$ cat src/tws_pkg.sv
package tws_pkg;
   // ----------------------------------------
   // word classes
   // ----------------------------------------
   localparam logic [1:0] TWS_KIND_DATA = 2'h0;
   localparam logic [1:0] TWS_KIND_CMD = 2'h1;
   localparam logic [1:0] TWS_KIND_ADDR = 2'h2;
   // ----------------------------------------
   // sizes and timing
   // ----------------------------------------
   localparam int TWS_WORD_BITS = 8;
   localparam logic [3:0] TWS_BIT_LAST = 4'h8;
   localparam logic [3:0] TWS_BIT_ACK = 4'h9;
   localparam int TWS_CLK_MHZ = 40;
   localparam int TWS_ACK_TIMEOUT_US = 100;
   localparam int TWS_ACK_TIMEOUT_CYC = TWS_ACK_TIMEOUT_US * TWS_CLK_MHZ;
   localparam logic [7:0] TWS_ADDR_RST = 8'h00;
   typedef enum logic [3:0] {
      TWS_ST_IDLE = 4'h1,
      TWS_ST_SHIFT = 4'h2,
      TWS_ST_ACK = 4'h4,
      TWS_ST_BUSY = 4'h8
   } tws_state_t;
endpackage

$ cat src/tws_slave.sv
`timescale 1ns/10ps
module tws_slave (
   input wire logic clk_in,
   input wire logic rst_n_in,
   input wire logic sck_in,
   input wire logic sda_in,
   output logic sda_out,
   output logic sda_oe_out,
   input wire logic [3:0] addr_in,
   input wire logic [7:0] wdata_in,
   input wire logic wr_in,
   input wire logic rd_in,
   output logic [7:0] rdata_out,
   output logic irq_out
);
   // ----------------------------------------
   // register map
   // ----------------------------------------
   localparam logic [3:0] A_SHIFT = 4'h0;
   localparam logic [3:0] A_SVA = 4'h1;
   localparam logic [3:0] A_CTRL = 4'h2;
   localparam logic [3:0] A_STAT = 4'h3;
   localparam logic [3:0] A_TRIG = 4'h4;
   localparam int C_EN = 0;
   localparam int C_WUP = 1;
   localparam int C_AUTO_ACK_ENABLE = 2;
   localparam int T_ACK = 0;
   localparam int T_BUSY_REL = 1;
   localparam int T_BUSY_SET = 2;
   localparam int T_IRQ_CLR = 3;
   localparam logic [15:0] TO_CYC = 16'(tws_pkg::TWS_ACK_TIMEOUT_CYC);

   // ----------------------------------------
   // line sampling and edges
   // ----------------------------------------
   logic sck_s, sda_s, sck_d_ff, sda_d_ff;
   tws_sync u_sck (.clk_in(clk_in), .rst_n_in(rst_n_in), .d_in(sck_in), .q_out(sck_s));
   tws_sync u_sda (.clk_in(clk_in), .rst_n_in(rst_n_in), .d_in(sda_in), .q_out(sda_s));
   always_ff @(posedge clk_in or negedge rst_n_in) begin
      if (!rst_n_in) begin
         sck_d_ff <= 1'b1;
         sda_d_ff <= 1'b1;
      end else begin
         sck_d_ff <= sck_s;
         sda_d_ff <= sda_s;
      end
   end
   logic sck_rise, sck_fall, rel_det, cmd_det;
   assign sck_rise = sck_s && !sck_d_ff;
   assign sck_fall = !sck_s && sck_d_ff;
   // conditions only count while clock rests high
   assign rel_det = sck_s && sck_d_ff && sda_s && !sda_d_ff;
   assign cmd_det = sck_s && sck_d_ff && !sda_s && sda_d_ff;

   // ----------------------------------------
   // software registers
   // ----------------------------------------
   logic [7:0] sva_ff, shift_ff;
   logic [2:0] ctrl_ff;
   logic en, wakeup_enable, auto_ack_enable;
   assign en = ctrl_ff[C_EN];
   assign wakeup_enable = ctrl_ff[C_WUP];
   assign auto_ack_enable = ctrl_ff[C_AUTO_ACK_ENABLE];
   always_ff @(posedge clk_in or negedge rst_n_in) begin
      if (!rst_n_in) begin
         sva_ff <= tws_pkg::TWS_ADDR_RST;
         ctrl_ff <= 3'h0;
      end else if (wr_in && addr_in == A_SVA) begin
         sva_ff <= wdata_in;
      end else if (wr_in && addr_in == A_CTRL) begin
         ctrl_ff <= wdata_in[2:0]; // wake-up set or cleared by software
      end
   end

   // ----------------------------------------
   // transfer state machine
   // ----------------------------------------
   tws_pkg::tws_state_t state_ff;
   logic [3:0] bit_ff;
   logic release_detected_flag_ff, cmdd_ff, sel_ff, ackt_ff, busy_ff, busy_req_ff, ack_drv_ff;
   logic ackd_ff, irq_ff, match_ff, to_ff;
   logic [1:0] kind_ff;
   logic [15:0] to_cnt_ff;
   logic start_wr, word_done, match;
   assign start_wr = wr_in && addr_in == A_SHIFT && en;
   assign word_done = sck_rise && state_ff == tws_pkg::TWS_ST_SHIFT && bit_ff == 4'h7;
   assign match = {shift_ff[6:0], sda_s} == sva_ff;

   always_ff @(posedge clk_in or negedge rst_n_in) begin
      if (!rst_n_in) begin
         state_ff <= tws_pkg::TWS_ST_IDLE;
         bit_ff <= 4'h0;
      end else if (!en || rel_det || cmd_det) begin
         state_ff <= tws_pkg::TWS_ST_IDLE;
         bit_ff <= 4'h0;
      end else if (start_wr && state_ff != tws_pkg::TWS_ST_SHIFT) begin
         // a write after an ended word restarts at once
         state_ff <= tws_pkg::TWS_ST_SHIFT;
         bit_ff <= 4'h0;
      end else begin
         case (state_ff)
            tws_pkg::TWS_ST_IDLE: begin
               // falling clock starts a word unless busy is held or pending
               if ((sck_fall && !busy_req_ff && !busy_ff) || start_wr) begin
                  state_ff <= tws_pkg::TWS_ST_SHIFT;
                  bit_ff <= 4'h0;
               end
            end
            tws_pkg::TWS_ST_SHIFT: begin
               if (sck_rise) begin
                  bit_ff <= bit_ff + 4'h1;
               end
               if (word_done) begin
                  state_ff <= tws_pkg::TWS_ST_ACK;
               end
            end
            tws_pkg::TWS_ST_ACK: begin
               if (sck_rise) begin
                  bit_ff <= bit_ff + 4'h1;
               end
               if (sck_fall && bit_ff >= tws_pkg::TWS_BIT_ACK) begin
                  state_ff <= tws_pkg::TWS_ST_BUSY;
               end
            end
            tws_pkg::TWS_ST_BUSY: begin
               // ready seen on a high clock: the master stops clocking here
               if (sck_rise && !busy_ff && !busy_req_ff) begin
                  state_ff <= tws_pkg::TWS_ST_IDLE;
               end
            end
            default: state_ff <= tws_pkg::TWS_ST_IDLE;
         endcase
      end
   end

   // receive shift: sample on rising clock, msb first
   always_ff @(posedge clk_in or negedge rst_n_in) begin
      if (!rst_n_in) begin
         shift_ff <= 8'h00;
      end else if (wr_in && addr_in == A_SHIFT) begin
         shift_ff <= wdata_in;
      end else if (sck_rise && state_ff == tws_pkg::TWS_ST_SHIFT) begin
         shift_ff <= {shift_ff[6:0], sda_s};
      end
   end

   // release and command flags; a set wins over a clear
   always_ff @(posedge clk_in or negedge rst_n_in) begin
      if (!rst_n_in) begin
         release_detected_flag_ff <= 1'b0;
         cmdd_ff <= 1'b0;
      end else begin
         if (rel_det) begin
            release_detected_flag_ff <= 1'b1;
         end else if (!en || start_wr || (word_done && kind_ff == tws_pkg::TWS_KIND_ADDR
                     && !match)) begin
            release_detected_flag_ff <= 1'b0;
         end
         if (cmd_det) begin
            cmdd_ff <= 1'b1;
         end else if (!en || start_wr || rel_det) begin
            cmdd_ff <= 1'b0;
         end
      end
   end
   // word class from flags at word end
   always_comb begin
      if (release_detected_flag_ff && cmdd_ff) begin
         kind_ff = tws_pkg::TWS_KIND_ADDR;
      end else if (cmdd_ff) begin
         kind_ff = tws_pkg::TWS_KIND_CMD;
      end else begin
         kind_ff = tws_pkg::TWS_KIND_DATA;
      end
   end

   // selection and address comparator
   logic [1:0] last_kind_ff;
   always_ff @(posedge clk_in or negedge rst_n_in) begin
      if (!rst_n_in) begin
         sel_ff <= 1'b0;
         match_ff <= 1'b0;
         last_kind_ff <= tws_pkg::TWS_KIND_DATA;
      end else if (!en) begin
         sel_ff <= 1'b0;
      end else if (word_done) begin
         last_kind_ff <= kind_ff;
         match_ff <= match;
         if (kind_ff == tws_pkg::TWS_KIND_ADDR) begin
            sel_ff <= match; // held until next address or disable
         end
      end
   end

   // interrupt: every word, or only matching address under wake-up
   always_ff @(posedge clk_in or negedge rst_n_in) begin
      if (!rst_n_in) begin
         irq_ff <= 1'b0;
      end else if (word_done && (!wakeup_enable || (kind_ff == tws_pkg::TWS_KIND_ADDR && match))) begin
         irq_ff <= 1'b1;
      end else if (wr_in && addr_in == A_TRIG && wdata_in[T_IRQ_CLR]) begin
         irq_ff <= 1'b0;
      end
   end
   assign irq_out = irq_ff;

   // acknowledge trigger, busy and ack detect
   always_ff @(posedge clk_in or negedge rst_n_in) begin
      if (!rst_n_in) begin
         ackt_ff <= 1'b0;
         ack_drv_ff <= 1'b0;
         ackd_ff <= 1'b0;
         busy_req_ff <= 1'b0;
         busy_ff <= 1'b0;
      end else begin
         if (wr_in && addr_in == A_TRIG && wdata_in[T_ACK]) begin
            ackt_ff <= 1'b1;
         end else if (ack_drv_ff && sck_fall) begin
            ackt_ff <= 1'b0;
         end
         if (wr_in && addr_in == A_TRIG && wdata_in[T_BUSY_SET]) begin
            busy_req_ff <= 1'b1;
         end else if (wr_in && addr_in == A_TRIG && wdata_in[T_BUSY_REL]) begin
            busy_req_ff <= 1'b0;
         end
         // one-shot ack for one clock period from a falling edge
         if (sck_fall) begin
            ack_drv_ff <= state_ff == tws_pkg::TWS_ST_ACK && !ack_drv_ff &&
                          ((auto_ack_enable && bit_ff == tws_pkg::TWS_BIT_LAST) || ackt_ff);
            busy_ff <= busy_req_ff && (state_ff != tws_pkg::TWS_ST_SHIFT);
         end
         if (sck_rise && state_ff == tws_pkg::TWS_ST_ACK && !sda_s) begin
            ackd_ff <= 1'b1; // returned ack seen
         end else if (start_wr) begin
            ackd_ff <= 1'b0;
         end
      end
   end

   // ack timeout after sending a word
   always_ff @(posedge clk_in or negedge rst_n_in) begin
      if (!rst_n_in) begin
         to_cnt_ff <= 16'h0000;
         to_ff <= 1'b0;
      end else if (start_wr) begin
         to_cnt_ff <= 16'h0000;
         to_ff <= 1'b0;
      end else if (state_ff == tws_pkg::TWS_ST_ACK && !ackd_ff && !to_ff) begin
         to_cnt_ff <= to_cnt_ff + 16'h0001;
         if (to_cnt_ff == TO_CYC) begin
            to_ff <= 1'b1;
         end
      end
   end

   // ----------------------------------------
   // open-drain data output
   // ----------------------------------------
   logic tx_low, tx_bit_low;
   assign tx_bit_low = state_ff == tws_pkg::TWS_ST_SHIFT && !shift_ff[7] && sel_ff;
   // wake-up keeps the line released until selected
   assign tx_low = (!wakeup_enable || sel_ff) && (tx_bit_low || ack_drv_ff || busy_ff);
   assign sda_out = 1'b0; // only ever pulls low
   assign sda_oe_out = en && tx_low;

   // read port, data one cycle later
   always_ff @(posedge clk_in or negedge rst_n_in) begin
      if (!rst_n_in) begin
         rdata_out <= 8'h00;
      end else if (rd_in) begin
         case (addr_in)
            A_SHIFT: rdata_out <= shift_ff;
            A_SVA: rdata_out <= sva_ff;
            A_CTRL: rdata_out <= {5'h00, ctrl_ff};
            A_STAT: rdata_out <= {last_kind_ff, to_ff, ackd_ff, irq_ff, match_ff,
                                  cmdd_ff, release_detected_flag_ff};
            default: rdata_out <= 8'h00;
         endcase
      end else begin
         rdata_out <= 8'h00;
      end
   end

   // ----------------------------------------
   // assertions
   // ----------------------------------------
   property p_rel_flag;
      @(posedge clk_in) disable iff (!rst_n_in) rel_det |=> release_detected_flag_ff;
   endproperty
   a_rel_flag: assert property (p_rel_flag) else $error("release flag not set");
   property p_od;
      @(posedge clk_in) disable iff (!rst_n_in) sda_oe_out |-> !sda_out;
   endproperty
   a_od: assert property (p_od) else $error("data line driven high");
   property p_wake;
      @(posedge clk_in) disable iff (!rst_n_in) (wakeup_enable && !sel_ff) |-> !sda_oe_out;
   endproperty
   a_wake: assert property (p_wake) else $error("drive while unselected");
   property p_irq_wup;
      @(posedge clk_in) disable iff (!rst_n_in)
         (wakeup_enable && word_done && kind_ff != tws_pkg::TWS_KIND_ADDR && !irq_ff) |=> !irq_ff;
   endproperty
   a_irq_wup: assert property (p_irq_wup) else $error("irq without address");
   property p_busy_fall;
      @(posedge clk_in) disable iff (!rst_n_in) $changed(busy_ff) |-> $past(sck_fall);
   endproperty
   a_busy_fall: assert property (p_busy_fall) else $error("busy off falling edge");
   property p_ack_fall;
      @(posedge clk_in) disable iff (!rst_n_in) $rose(ack_drv_ff) |-> $past(sck_fall);
   endproperty
   a_ack_fall: assert property (p_ack_fall) else $error("ack off falling edge");
   property p_sel;
      @(posedge clk_in) disable iff (!rst_n_in)
         (word_done && kind_ff == tws_pkg::TWS_KIND_ADDR && en) |=> sel_ff == $past(match);
   endproperty
   a_sel: assert property (p_sel) else $error("selection wrong");
   property p_cmd_cond;
      @(posedge clk_in) disable iff (!rst_n_in) cmd_det |-> sck_s && sck_d_ff;
   endproperty
   a_cmd_cond: assert property (p_cmd_cond) else $error("command with clock low");
   c_addr: cover property (@(posedge clk_in) word_done && kind_ff == tws_pkg::TWS_KIND_ADDR);
   c_ack: cover property (@(posedge clk_in) $rose(ack_drv_ff));
   c_busy: cover property (@(posedge clk_in) $fell(busy_ff));
endmodule

$ cat src/tws_sync.sv
`timescale 1ns/10ps
// two-flop synchroniser for pin levels
module tws_sync (
   input wire logic clk_in,
   input wire logic rst_n_in,
   input wire logic d_in,
   output logic q_out
);
   logic meta_ff;
   // first flop feeds only the second
   always_ff @(posedge clk_in or negedge rst_n_in) begin
      if (!rst_n_in) begin
         meta_ff <= 1'b1;
         q_out <= 1'b1;
      end else begin
         meta_ff <= d_in;
         q_out <= meta_ff;
      end
   end
endmodule

$ cat config.mk
export PLATFORM = sky130hd
export DESIGN_NAME = tws_slave
export DESIGN_NICKNAME = d
export VERILOG_FILES = /design/src/tws_pkg.sv /design/src/tws_slave.sv /design/src/tws_sync.sv
export SDC_FILE = /design/constraint.sdc
export NUM_CORES = 1
export LEC_CHECK = 0
export BUFFER_PORTS_ARGS = -buffer_cell sky130_fd_sc_hd__buf_4
export CAP_MARGIN = 20
export CORE_MARGIN = 8
export CORE_UTILIZATION = 54
export CTS_CLUSTER_SIZE = 20
export DETAILED_ROUTE_END_ITERATION = 16
export PLACE_DENSITY = 0.72
export SLEW_MARGIN = 20
export SYNTH_ARGS = -nofsm -noshare
export SYNTH_HDL_FRONTEND = slang
export SYNTH_SLANG_ARGS = --single-unit
$ cat constraint.sdc
create_clock -name clk_in -period 2.47 [get_ports clk_in]
set_clock_uncertainty 0.1 [all_clocks]
set_input_delay 0.741 -clock clk_in [delete_from_list [all_inputs] [get_ports clk_in]]
set_output_delay 0.741 -clock clk_in [all_outputs]
set_load 0.01 [all_outputs]
==> qor.yml, run 1 <==
setup_path:
  endpoint_kind: "output port"
  path_cells: "buf_6 > nand2b_4 > or3_4 > o21ai_2 > a21oi_2 > nor2_2 > buf_4"
  critPathArrivalTime_ns: 1.64
  cp_num_buf_inv: 2
  data_required_time_at_the_worst_endpoint_ns: 1.63
  setup.worst_path.start_class: "flop"
  critical-path-top-delay-family: "simple AND/OR/NAND/NOR gates"
  critPathSlowestCell: "sky130_fd_sc_hd__dfrtp_1"
  worst-path-max-fanout: 3
  slack_of_the_worst_reg_to_reg_path_ns: 0.02
  critical_path.max_stage_delay_ns: 0.36
  crit_type: "reg -> out"
die:
  number_of_placement_rows: 29
  io_pins: 29
  die_x_um: 97.63
  chip_height_um: 97.63
  fp.dieArea_sq_um: 9532
  core-area_sq_um: 6386
  initial_core_util_pct: 56.35
power_and_ir_drop:
  sw_frac_of_total_pct: 32.11
  internal_power_mw: 2.013
  combinationalPowerShare_pct: 19.7
  reg_power_share_pct: 53.2
  ir_drop_mv: 0.4638
  power_per_cell_area_nw_per_um2: 715.1
  p_sw_uw: 951.8
  leakage_nw: 1.837
  p_clk_share_pct: 27.2
layout:
  finalNetCount: 410
  n_antenna_cell: 0
  stdcell_count: 469
  layout-drive-gt1-share_pct: 22.96
  finish.instance_area_sq_um: 4145
  layout-area-overhead-vs-synth_pct: 15.19
logic_synthesis:
  postSynthCellCount: 348
  synth.yosys.warnings: 0
  ys_dominant_reg_cell: "sky130_fd_sc_hd__dfrtp_1"
  synth.distinct_cells: 55
  post_synth_and_or_nand_nor_area_fraction_pct: 19.19
  syn-mean-instance-area_sq_um: 10.34
  synth-edff-count: 0
  synth_adder_area_share_pct: 1.739
  seq_area_frac_synth_pct: 48.92
  synth_fp_nets: 371
  postSynth.asyncResetShare_pct: 100.0
  ys_ff_latch: 70
  complex_gate_fraction_of_the_synthesized_area_pct: 10.50
  syn-cell-area_sq_um: 3598
  post_synth_mux_area_share_pct: 9.805
  synth-xor-area-share_pct: 6.085
  dominant_combinational_cell_family_by_area_after_synthesis: "simple AND/OR/NAND/NOR gates"
clock_tree:
  cts_tree: "yes"
  clock_input_transition_at_the_sequential_cells_of_the_worst_setup_and_hold_paths_ns: 0.07
  cts.path.max_buffers: 2
  post_cts_hold_buffer_count: 0
  cts_htree_levels: 3
  clock_tree.root_cell: "sky130_fd_sc_hd__clkbuf_8"
  clkSinkCount: 70
  worst_skew_pair.late_latency_ns: 0.34
  numCtsBuffers: 9
run_status:
  outcome: "finished, violations left"
  violations: "setup timing"
timing:
  layout_worst_path_cycle_share_pct: 100.6
  worst_slew_pin_slew_ns: 0.6239
  drv_slew: 0
  slew-limit-headroom_pct: 58.13
  setup_violations: 1
  rsz0062_at_grt: "true"
  layout_setup_ws_ns: -0.01500
  final_hold_viol_count: 0
  min_period_ns: 2.485
  highest_achievable_clock_rate_mhz: 402.4
worst_hold_path:
  holdCritPathClass: "in -> async"
grt:
  first_global_vias: 2740
  grt_max_degree: 37
  gr-total-overflow: 0
  antenna_found_initial: 0
  grtUsageTotal_pct: 17.65
  grt_pass1_wl_um: 13850
placed_design:
  dpl-instance-area_sq_um: 3929
  post-place-cells: 449
  dp_hpwl_um: 5800
  io_buffer_count: 27
  gpl_wtd_cong: 0.8357
detailed_routing:
  vias: 2758
  drt_first_iter_violations: 152
  drt_wl_total_um: 8077
  via_per_inst: 5.881
  ant_nets: 0
  drcViolationCount: 0
  post_drt_wl_per_cell_um: 17.22
  drt_pass1_iterations: 4
job:
  cap_viol_max_count: 0
[synth_stat cells (all sizes together), types with 2 or more instances]
| library cell | instances | share of area (%) |
|---|---|---|
| dfrtp | 63 | 44 |
| nor2 | 38 | 4.0 |
| nand2 | 32 | 3.3 |
| xor2 | 21 | 5.1 |
| o21ai | 19 | 2.6 |
| mux2i | 15 | 4.2 |
| inv | 14 | 1.5 |
| mux2 | 12 | 3.8 |
| nand3 | 11 | 1.5 |
| clkbuf | 10 | 1.0 |
| a31oi | 8 | 1.4 |
| dfstp | 7 | 5.1 |
| a21oi | 6 | 0.83 |
| buf | 6 | 1.1 |
| nand4 | 6 | 1.0 |
| nor4 | 6 | 1.9 |
| or3 | 6 | 1.0 |
| and3 | 5 | 0.87 |
| ha | 5 | 1.7 |
| nor3 | 4 | 0.56 |
| nor3b | 4 | 0.83 |
| xnor2 | 4 | 0.97 |
| a211oi | 3 | 0.63 |
| a21boi | 3 | 0.63 |
| a22o | 3 | 0.73 |
| mux4 | 3 | 1.9 |
| nor4b | 3 | 0.73 |
| o31ai | 3 | 0.63 |
| a311oi | 2 | 0.49 |
| nand2b | 2 | 0.56 |
| nand3b | 2 | 0.42 |
| nor2b | 2 | 0.35 |
| o22ai | 2 | 0.35 |
| or4b | 2 | 0.56 |
[worst paths after layout]
| check | start | end | cells past startpoint |
|---|---|---|---|
| hold reg to reg | u_sck.meta_ff | u_sck.q_out | 0 |
| setup reg to reg | state_ff[0] | to_cnt_ff[9] | 7 |
| max in group asynchronous | rst_n_in | shift_ff[3] | 2 |
| min in group clk_in | u_sck.meta_ff | u_sck.q_out | 0 |
| hold / removal | rst_n_in | state_ff[1] | 1 |
| setup / recovery | state_ff[1] | sda_oe_out | 7 |
[per-stage QoR]
step	setup TNS [ns]	utilization (%)	hold slack [ns]	setup slack (ns)	power (mW)
after global routing	-0.2951	64.91	0.2620	-0.1041	3.131
after global placement	0	61.52	0.2458	0.1302	2.136
after detailed placement	0	61.52	0.2476	0.09811	2.157
after CTS	-0.1220	64.58	0.2580	-0.1220	2.971
final	-0.01500	64.91	0.2560	-0.01500	2.964
after floorplan	0	-	0.2452	0.1408	1.944
[flip-flops by register name, summed over array words and instances (netlist names), 2 cells and up]
signal / count
to_cnt_ff: 16
sva_ff: 8
rdata_out: 8
state_ff: 4
shift_ff: 8
ctrl_ff: 3
bit_ff: 4
last_kind_ff: 2
[routing by layer]
metal | GRT usage [%] | wire, um
met2 | 26.75 | 3828
met1 | 24.30 | 3816
met4 | 6.294 | 44
met3 | 3.556 | 388
met5 | 0 | 0
[layout by cell type, fill, tap and decap left out, types with 5 or more instances in the layout]
master / n
sky130_fd_sc_hd__o21ai_0: 16
sky130_fd_sc_hd__dfstp_2: 7
sky130_fd_sc_hd__clkbuf_8: 10
sky130_fd_sc_hd__buf_4: 42
sky130_fd_sc_hd__or3_1: 5
sky130_fd_sc_hd__dfrtp_1: 63
sky130_fd_sc_hd__a21oi_1: 5
sky130_fd_sc_hd__nand4_1: 6
sky130_fd_sc_hd__a31oi_1: 8
sky130_fd_sc_hd__and3_1: 5
sky130_fd_sc_hd__nand3_1: 11
sky130_fd_sc_hd__nand2_1: 32
sky130_fd_sc_hd__mux2i_1: 15
sky130_fd_sc_hd__xor2_1: 21
sky130_fd_sc_hd__nor2_1: 37
sky130_fd_sc_hd__mux2_2: 12
sky130_fd_sc_hd__ha_1: 5
sky130_fd_sc_hd__inv_1: 14
[power by group through the flow]
stage | clock network, mW | registers (mW) | logic (mW)
global route | 0.871 | 1.61 | 0.653
finish | 0.805 | 1.58 | 0.584
global placement | 0 | 1.59 | 0.549
floorplan | 0 | 1.52 | 0.423
CTS | 0.818 | 1.57 | 0.580
detailed placement | 0 | 1.60 | 0.560
[area by class of cell]
| type | instances | area (sq um) |
|---|---|---|
| Tap cell | 77 | 96.34 |
| Multi-Input combinational cell | 248 | 1722 |
| Clock buffer | 12 | 145.1 |
| Timing Repair Buffer | 44 | 346.6 |
| Inverter | 14 | 52.55 |
| Fill cell | 503 | 2241 |
| Clock inverter | 4 | 22.52 |
| Sequential cell | 70 | 1760 |
[kinds of logic (layout without fill, tap and decap cells)]
kind of cell | count (synthesis) | count (layout)
compound gates | 58 | 58
xor+xnor | 25 | 25
fa+ha+maj | 5 | 5
buf+inv | 30 | 74
flops | 70 | 70
mux | 30 | 30
other cells | 1 | 1
simple gates | 129 | 129
[timing repair]
item	4_1_cts	5_1_grt
endpoints found under the setup margin	1	11
buffers inserted	2	2
pin swaps	3	5
resized for setup	4	3
endpoints found under the hold margin	0	0
Power figures use the tool's default switching activity.
==> inputs of run 2 (changes only) <==
--- a/constraint.sdc
+++ b/constraint.sdc
@@ -4,2 +4,2 @@
 set_output_delay 0.741 -clock clk_in [all_outputs]
-set_load 0.01 [all_outputs]
+set_load 0.005 [all_outputs]
==> run 2 against run 1 <==
Effect of this change:
- the flow still finishes with violations (setup timing)
- global-route usage grew 0.35 points
- via count is the same
- final cell count shrank 0.21%
- wire length grew 1.1%
- register-to-register slack gained 0.05 ns
- clock-buffer cell count shrank 1
- total power grew 2.9%
- non-clock buffer count shrank 1
- first-iteration DRC count grew 11%
- critical endpoint unchanged
==> qor.yml, run 2 (synthesis gave the netlist of run 1 again) <==
run_status:
  outcome: "finished, violations left"  # unchanged
  violations: "setup timing"  # unchanged
clock_tree:
  numCtsBuffers: 9  # unchanged
  cts_htree_levels: 3  # unchanged
  clock_input_transition_at_the_sequential_cells_of_the_worst_setup_and_hold_paths_ns: 0.08  # was 0.07 ns
  cts_tree: "yes"  # unchanged
  clkSinkCount: 70  # unchanged
  clock_tree.root_cell: "sky130_fd_sc_hd__clkbuf_8"  # unchanged
  post_cts_hold_buffer_count: 0  # unchanged
  cts.path.max_buffers: 2  # unchanged
  worst_skew_pair.late_latency_ns: 0.34  # about the same
setup_path:
  endpoint_kind: "output port"  # unchanged
  cp_num_buf_inv: 1  # was 2
  worst-r2r-cell-count: 4  # was 7
  critical_path.max_stage_delay_ns: 0.39  # was 0.36 ns
  critPathArrivalTime_ns: 1.68  # was 1.64 ns
  regToRegEndpoint: "bit_ff[0]"  # was to_cnt_ff[9]
  path_cells: "nand2b_4 > or3_4 > o21ai_2 > a21oi_1 > nor2_1 > buf_4"  # was buf_6 > nand2b_4 > or3_4 > o21ai_2 > a21oi_2 > nor2_2 > buf_4
  crit_type: "reg -> out"  # unchanged
  r2r-start: "state_ff[1]"  # was state_ff[0]
  slack_of_the_worst_reg_to_reg_path_ns: 0.07  # was 0.02 ns
  critPathSlowestCell: "sky130_fd_sc_hd__dfstp_2"  # was sky130_fd_sc_hd__dfrtp_1
  data_required_time_at_the_worst_endpoint_ns: 1.63  # about the same
  critical-path-top-delay-family: "simple AND/OR/NAND/NOR gates"  # unchanged
  worst-path-max-fanout: 5  # was 3
  setup.worst_path.start_class: "flop"  # unchanged
die:
  chip_height_um: 97.63  # unchanged
  die_x_um: 97.63  # unchanged
  fp.dieArea_sq_um: 9532  # unchanged
  initial_core_util_pct: 56.35  # unchanged
  io_pins: 29  # unchanged
  core-area_sq_um: 6386  # unchanged
  number_of_placement_rows: 29  # unchanged
layout:
  most-common-layout-cells: "sky130_fd_sc_hd__dfrtp_1 (63), sky130_fd_sc_hd__buf_4 (42), sky130_fd_sc_hd__nor2_1 (38), sky130_fd_sc_hd__nand2_1 (32), sky130_fd_sc_hd__xor2_1 (21)"  # was sky130_fd_sc_hd__dfrtp_1 (63), sky130_fd_sc_hd__buf_4 (42), sky130_fd_sc_hd__nor2_1 (37), sky130_fd_sc_hd__nand2_1 (32), sky130_fd_sc_hd__xor2_1 (21)
  fill_cells: 509  # was 503
  area_used_by_multi_input_combinational_logic_sq_um: 1715  # was 1722 sq um
  n_antenna_cell: 0  # unchanged
  top_register: "to_cnt_ff"  # unchanged
  finalNetCount: 409  # was 410
  finish.instance_area_sq_um: 4151  # was 4145 sq um
  layout-drive-gt1-share_pct: 22.25  # was 22.96%
  largest_register_ff_count: 16  # unchanged
  mostFrequentLayoutCell: "sky130_fd_sc_hd__dfrtp_1"  # unchanged
  area.sequential_sq_um: 1760  # unchanged
  layout-area-overhead-vs-synth_pct: 15.37  # was 15.19%
  final_util_pct: 65.01  # was 64.91%
power_and_ir_drop:
  sw_frac_of_total_pct: 31.40  # was 32.11%
  ir_drop_mv: 0.5354  # was 0.4638 mV
  reg_power_share_pct: 51.4  # was 53.2%
  p_clk_share_pct: 29.5  # was 27.2%
  power.total_mw: 3.050  # was 2.964 mW
  power_per_cell_area_nw_per_um2: 734.7  # was 715.1 nW/um^2
  p_sw_uw: 957.8  # was 951.8 uW
  leakage_nw: 1.835  # was 1.837 nW
  combinationalPowerShare_pct: 19.0  # was 19.7%
  internal_power_mw: 2.092  # was 2.013 mW
grt:
  grt_pass1_wl_um: 14150  # was 13,850 um
  gr-total-overflow: 0  # unchanged
  grt_max_degree: 32  # was 37
  first_global_vias: 2849  # was 2,740
  antenna_found_initial: 0  # unchanged
  grtUsageTotal_pct: 18.00  # was 17.65%
placed_design:
  dp_hpwl_um: 5942  # was 5800 um
  io_buffer_count: 27  # unchanged
  place_worst_setup_slack_ns: 0.05151  # was 0.09811 ns
  gpl_wtd_cong: 0.8585  # was 0.8357
  dpl-instance-area_sq_um: 3944  # was 3929 sq um
timing:
  drv_slew: 0  # unchanged
  fin_worst_hold_slack_ns: 0.2235  # was 0.2560 ns
  layout_setup_ws_ns: -0.04971  # was -0.01500 ns
  worst_slew_pin_slew_ns: 0.5583  # was 0.6239 ns
  slew-limit-headroom_pct: 62.53  # was 58.13%
  highest_achievable_clock_rate_mhz: 396.9  # was 402.4 MHz
  final_hold_viol_count: 0  # unchanged
  setup_violations: 1  # unchanged
  layout_worst_path_cycle_share_pct: 102.0  # was 100.6%
  rsz0062_at_grt: "true"  # unchanged
  min_period_ns: 2.520  # was 2.485 ns
worst_hold_path:
  holdCritPathClass: "in -> async"  # unchanged
detailed_routing:
  post_drt_wl_per_cell_um: 17.44  # was 17.22 um
  drcViolationCount: 0  # unchanged
  drt_first_iter_violations: 169  # was 152
  drt_wl_total_um: 8164  # was 8077 um
  ant_nets: 0  # unchanged
  vias: 2758  # unchanged
  drt_pass1_iterations: 4  # unchanged
  via_per_inst: 5.893  # was 5.881
job:
  cap_viol_max_count: 0  # unchanged
==> run 2: what timing repair did <==
item,CTS,global route
pin swaps,1,2
setup buffers,1,0
hold endpoints to repair,0,0
endpoints found under the setup margin,1,5
resized for setup,2,1
==> run 2: per-layer routing <==
layer	share of wire [%]	global-route usage (%)	up-vias
li1	-	-	1319
met1	47	24.64	1357
met2	47	27.57	73
met3	4.9	2.987	9
met4	1.3	7.226	0
met5	0	0	-
==> run 2: worst reg2reg max path, stage by stage, from the launching register on <==
cell and delay [ns]:
sky130_fd_sc_hd__dfrtp_1 0.42, sky130_fd_sc_hd__or4b_2 0.86, sky130_fd_sc_hd__o21ai_0 0.48, sky130_fd_sc_hd__a31oi_1 0.15
sky130_fd_sc_hd__a311oi_1 0.28
==> run 2: power groups by stage <==
stage          Combinational, mW  Clock (mW)  Sequential (mW)
6_report                   0.580       0.901             1.57
5_1_grt                    0.660       0.959             1.60
4_1_cts                    0.582       0.918             1.57
3_5_place_dp               0.565           0             1.59
3_3_place_gp               0.552           0             1.59
2_1_floorplan              0.422           0             1.52
==> run 2: worst max path at each step <==
stage                      startpoint            end  slack [ns]  cells after the start
after CTS                 state_ff[0]     sda_oe_out       -0.11                      6
after global placement    state_ff[0]     sda_oe_out        0.08                      6
after floorplan           u_sck.q_out         sel_ff        0.14                      7
after detailed placement  state_ff[1]  to_cnt_ff[15]        0.05                      5
after global routing      state_ff[0]     sda_oe_out       -0.12                      6
final                     state_ff[0]     sda_oe_out       -0.05                      6
==> run 2: area by class of cell <==
| class | instances | share of cell area (%) |
|---|---|---|
| Sequential cell | 70 | 42.41 |
| Multi-Input combinational cell | 248 | 41.32 |
| Clock buffer | 11 | 3.165 |
| Tap cell | 77 | 2.321 |
| Inverter | 14 | 1.266 |
| Timing Repair Buffer | 43 | 8.077 |
| Clock inverter | 5 | 1.447 |
==> run 2: stage by stage <==
step / cells / TNS [ns]
finish: 468 / -0.04971
global route: 468 / -0.1670
CTS: 468 / -0.1110
detailed placement: 451 / 0
global placement: 451 / 0
floorplan: 348 / 0
==> inputs of run 3 (changes only) <==
CORE_MARGIN = 3   (was 8)
PLACE_DENSITY = 0.76   (was 0.72)
==> run 3 against run 2 <==
Effect of this change:
- the flow still finishes with violations (setup timing)
- setup slack got worse by 0.029 ns
- worst hold slack worse by 0.017 ns
- global-route usage up 4.8 points
- largest cell class unchanged
==> qor.yml, run 3 (synthesis gave the netlist of run 1 again) <==
timing:
  min_period_ns: 2.549  # was 2.520 ns
  final_hold_viol_count: 0  # unchanged
  layout_setup_ws_ns: -0.07871  # was -0.04971 ns
  rsz0062_at_grt: "true"  # unchanged
  worst_slew_pin_slew_ns: 0.5864  # was 0.5583 ns
  layout_worst_path_cycle_share_pct: 103.2  # was 102.0%
  setup_violations: 1  # unchanged
  drv_slew: 0  # unchanged
  slew-limit-headroom_pct: 60.64  # was 62.53%
  highest_achievable_clock_rate_mhz: 392.4  # was 396.9 MHz
detailed_routing:
  drt_first_iter_violations: 178  # was 169
  vias: 2796  # was 2,758
  via_per_inst: 5.962  # was 5.893
  ant_nets: 0  # unchanged
  drt_pass1_iterations: 5  # was 4
  drcViolationCount: 0  # unchanged
  post_drt_wl_per_cell_um: 17.12  # was 17.44 um
  drt_wl_total_um: 8029  # was 8164 um
layout:
  stdcell_count: 469  # was 468
  final_util_pct: 65.15  # was 65.01%
  most-common-layout-cells: "sky130_fd_sc_hd__dfrtp_1 (63), sky130_fd_sc_hd__buf_4 (44), sky130_fd_sc_hd__nor2_1 (38), sky130_fd_sc_hd__nand2_1 (32), sky130_fd_sc_hd__xor2_1 (21)"  # was sky130_fd_sc_hd__dfrtp_1 (63), sky130_fd_sc_hd__buf_4 (42), sky130_fd_sc_hd__nor2_1 (38), sky130_fd_sc_hd__nand2_1 (32), sky130_fd_sc_hd__xor2_1 (21)
  top_register: "to_cnt_ff"  # unchanged
  layout-drive-gt1-share_pct: 22.70  # was 22.25%
  layout-area-overhead-vs-synth_pct: 15.61  # was 15.37%
  fill_cells: 507  # was 509
  largest_register_ff_count: 16  # unchanged
  finalNetCount: 411  # was 409
  n_antenna_cell: 0  # unchanged
  mostFrequentLayoutCell: "sky130_fd_sc_hd__dfrtp_1"  # unchanged
power_and_ir_drop:
  power_per_cell_area_nw_per_um2: 729.6  # was 734.7 nW/um^2
  ir_drop_mv: 0.5719  # was 0.5354 mV
  power.total_mw: 3.035  # was 3.050 mW
  leakage_nw: 1.847  # was 1.835 nW
die:
  core-area_sq_um: 6386  # unchanged
  die_x_um: 87.63  # was 97.63 um
  io_pins: 29  # unchanged
  initial_core_util_pct: 56.35  # unchanged
  number_of_placement_rows: 29  # unchanged
  chip_height_um: 87.63  # was 97.63 um
  fp.dieArea_sq_um: 7679  # was 9532 sq um
setup_path:
  critPathArrivalTime_ns: 1.71  # was 1.68 ns
  crit_path_end: "sda_oe_out"  # unchanged
  crit_type: "reg -> out"  # unchanged
  regToRegEndpoint: "bit_ff[0]"  # unchanged
  slack_of_the_worst_reg_to_reg_path_ns: 0.13  # was 0.07 ns
  setup.worst_path.start_class: "flop"  # unchanged
  critical_path.startpoint: "state_ff[0]"  # unchanged
  data_required_time_at_the_worst_endpoint_ns: 1.63  # about the same
  worst-path-max-fanout: 5  # unchanged
  path_cells: "nand2b_4 > or3_4 > o21ai_2 > a21oi_1 > nor2_1 > buf_4"  # unchanged
  endpoint_kind: "output port"  # unchanged
  r2r-start: "state_ff[0]"  # was state_ff[1]
  worst-r2r-cell-count: 5  # was 4
  critical_path.max_stage_delay_ns: 0.38  # was 0.39 ns
  critPathSlowestCell: "sky130_fd_sc_hd__dfstp_2"  # unchanged
clock_tree:
  cts.path.max_buffers: 2  # unchanged
  numCtsBuffers: 9  # unchanged
  post_cts_hold_buffer_count: 0  # unchanged
  cts_htree_levels: 3  # unchanged
  clock_tree.root_cell: "sky130_fd_sc_hd__clkbuf_8"  # unchanged
  worst_skew_pair.late_latency_ns: 0.35  # was 0.34 ns
  clock_input_transition_at_the_sequential_cells_of_the_worst_setup_and_hold_paths_ns: 0.08  # about the same
  cts_tree: "yes"  # unchanged
  clkSinkCount: 70  # unchanged
placed_design:
  io_buffer_count: 27  # unchanged
  place_worst_setup_slack_ns: 0.06274  # was 0.05151 ns
  gpl_wtd_cong: 0.8785  # was 0.8585
  dp_hpwl_um: 5666  # was 5942 um
  post-place-cells: 451  # unchanged
grt:
  gr-total-overflow: 0  # unchanged
  grtUsageTotal_pct: 22.76  # was 18.00%
  antenna_found_initial: 0  # unchanged
  grt_pass1_wl_um: 13420  # was 14,150 um
  grt_max_degree: 29  # was 32
  first_global_vias: 2659  # was 2,849
worst_hold_path:
  holdCritPathClass: "in -> async"  # unchanged
job:
  cap_viol_max_count: 0  # unchanged
run_status:
  violations: "setup timing"  # unchanged
  outcome: "finished, violations left"  # unchanged
## run 3: worst max-delay path, delay by kind of cell, from the launching register on
family,cells,cell delay [ns]
flip-flops,1,0.38
AND/OR/NAND/NOR,3,0.66
AO/OA/AOI/OAI,2,0.19
buffers and inverters,1,0.13
## run 3: how the worst min path moves through the flow
stage,start,endpoint,cells past startpoint
2_1_floorplan,u_sck.meta_ff,u_sck.q_out,0
3_3_place_gp,u_sda.meta_ff,u_sda.q_out,0
3_5_place_dp,u_sck.meta_ff,u_sck.q_out,0
4_1_cts,rst_n_in,last_kind_ff[0],1
5_1_grt,rst_n_in,last_kind_ff[0],1
6_report,rst_n_in,last_kind_ff[0],1
## run 3: final cells by class
class | instances | area [sq um] | area share, %
flip-flops and latches | 70 | 1760 | 42.32
multi-input cells | 248 | 1720 | 41.35
repair buffers | 45 | 350.3 | 8.421
clock buffers | 11 | 131.4 | 3.158
well taps | 77 | 96.34 | 2.316
inverters | 14 | 52.55 | 1.263
clock inverters | 4 | 48.80 | 1.173
## run 3: power breakdown
part / switching (mW) / total (mW) / internal, mW
clock: 0.410 / 0.869 / 0.460
sequential: 0.242 / 1.58 / 1.34
combinational: 0.298 / 0.584 / 0.286
## run 3: timing repair
item | 4_1_cts | 5_1_grt
pin swaps | 1 | 3
buffers inserted | 1 | 2
setup endpoints to repair | 1 | 12
gates resized for setup | 2 | 4
## run 3: stage by stage
| step | setup TNS, ns | instance area, sq um | hold WS [ns] |
|---|---|---|---|
| after floorplan | 0 | 3598 | 0.2452 |
| after global placement | 0 | 3944 | 0.2465 |
| after detailed placement | 0 | 3944 | 0.2485 |
| after CTS | -0.1453 | 4136 | 0.2036 |
| after global routing | -0.1841 | 4160 | 0.2152 |
| final | -0.07871 | 4160 | 0.2066 |
## run 3: routing by layer
metal / track usage (%) / wire [um]
met5: 0 / 0
met4: 5.579 / 91
met1: 33.29 / 3775
met2: 33.63 / 3740
met3: 6.397 / 422
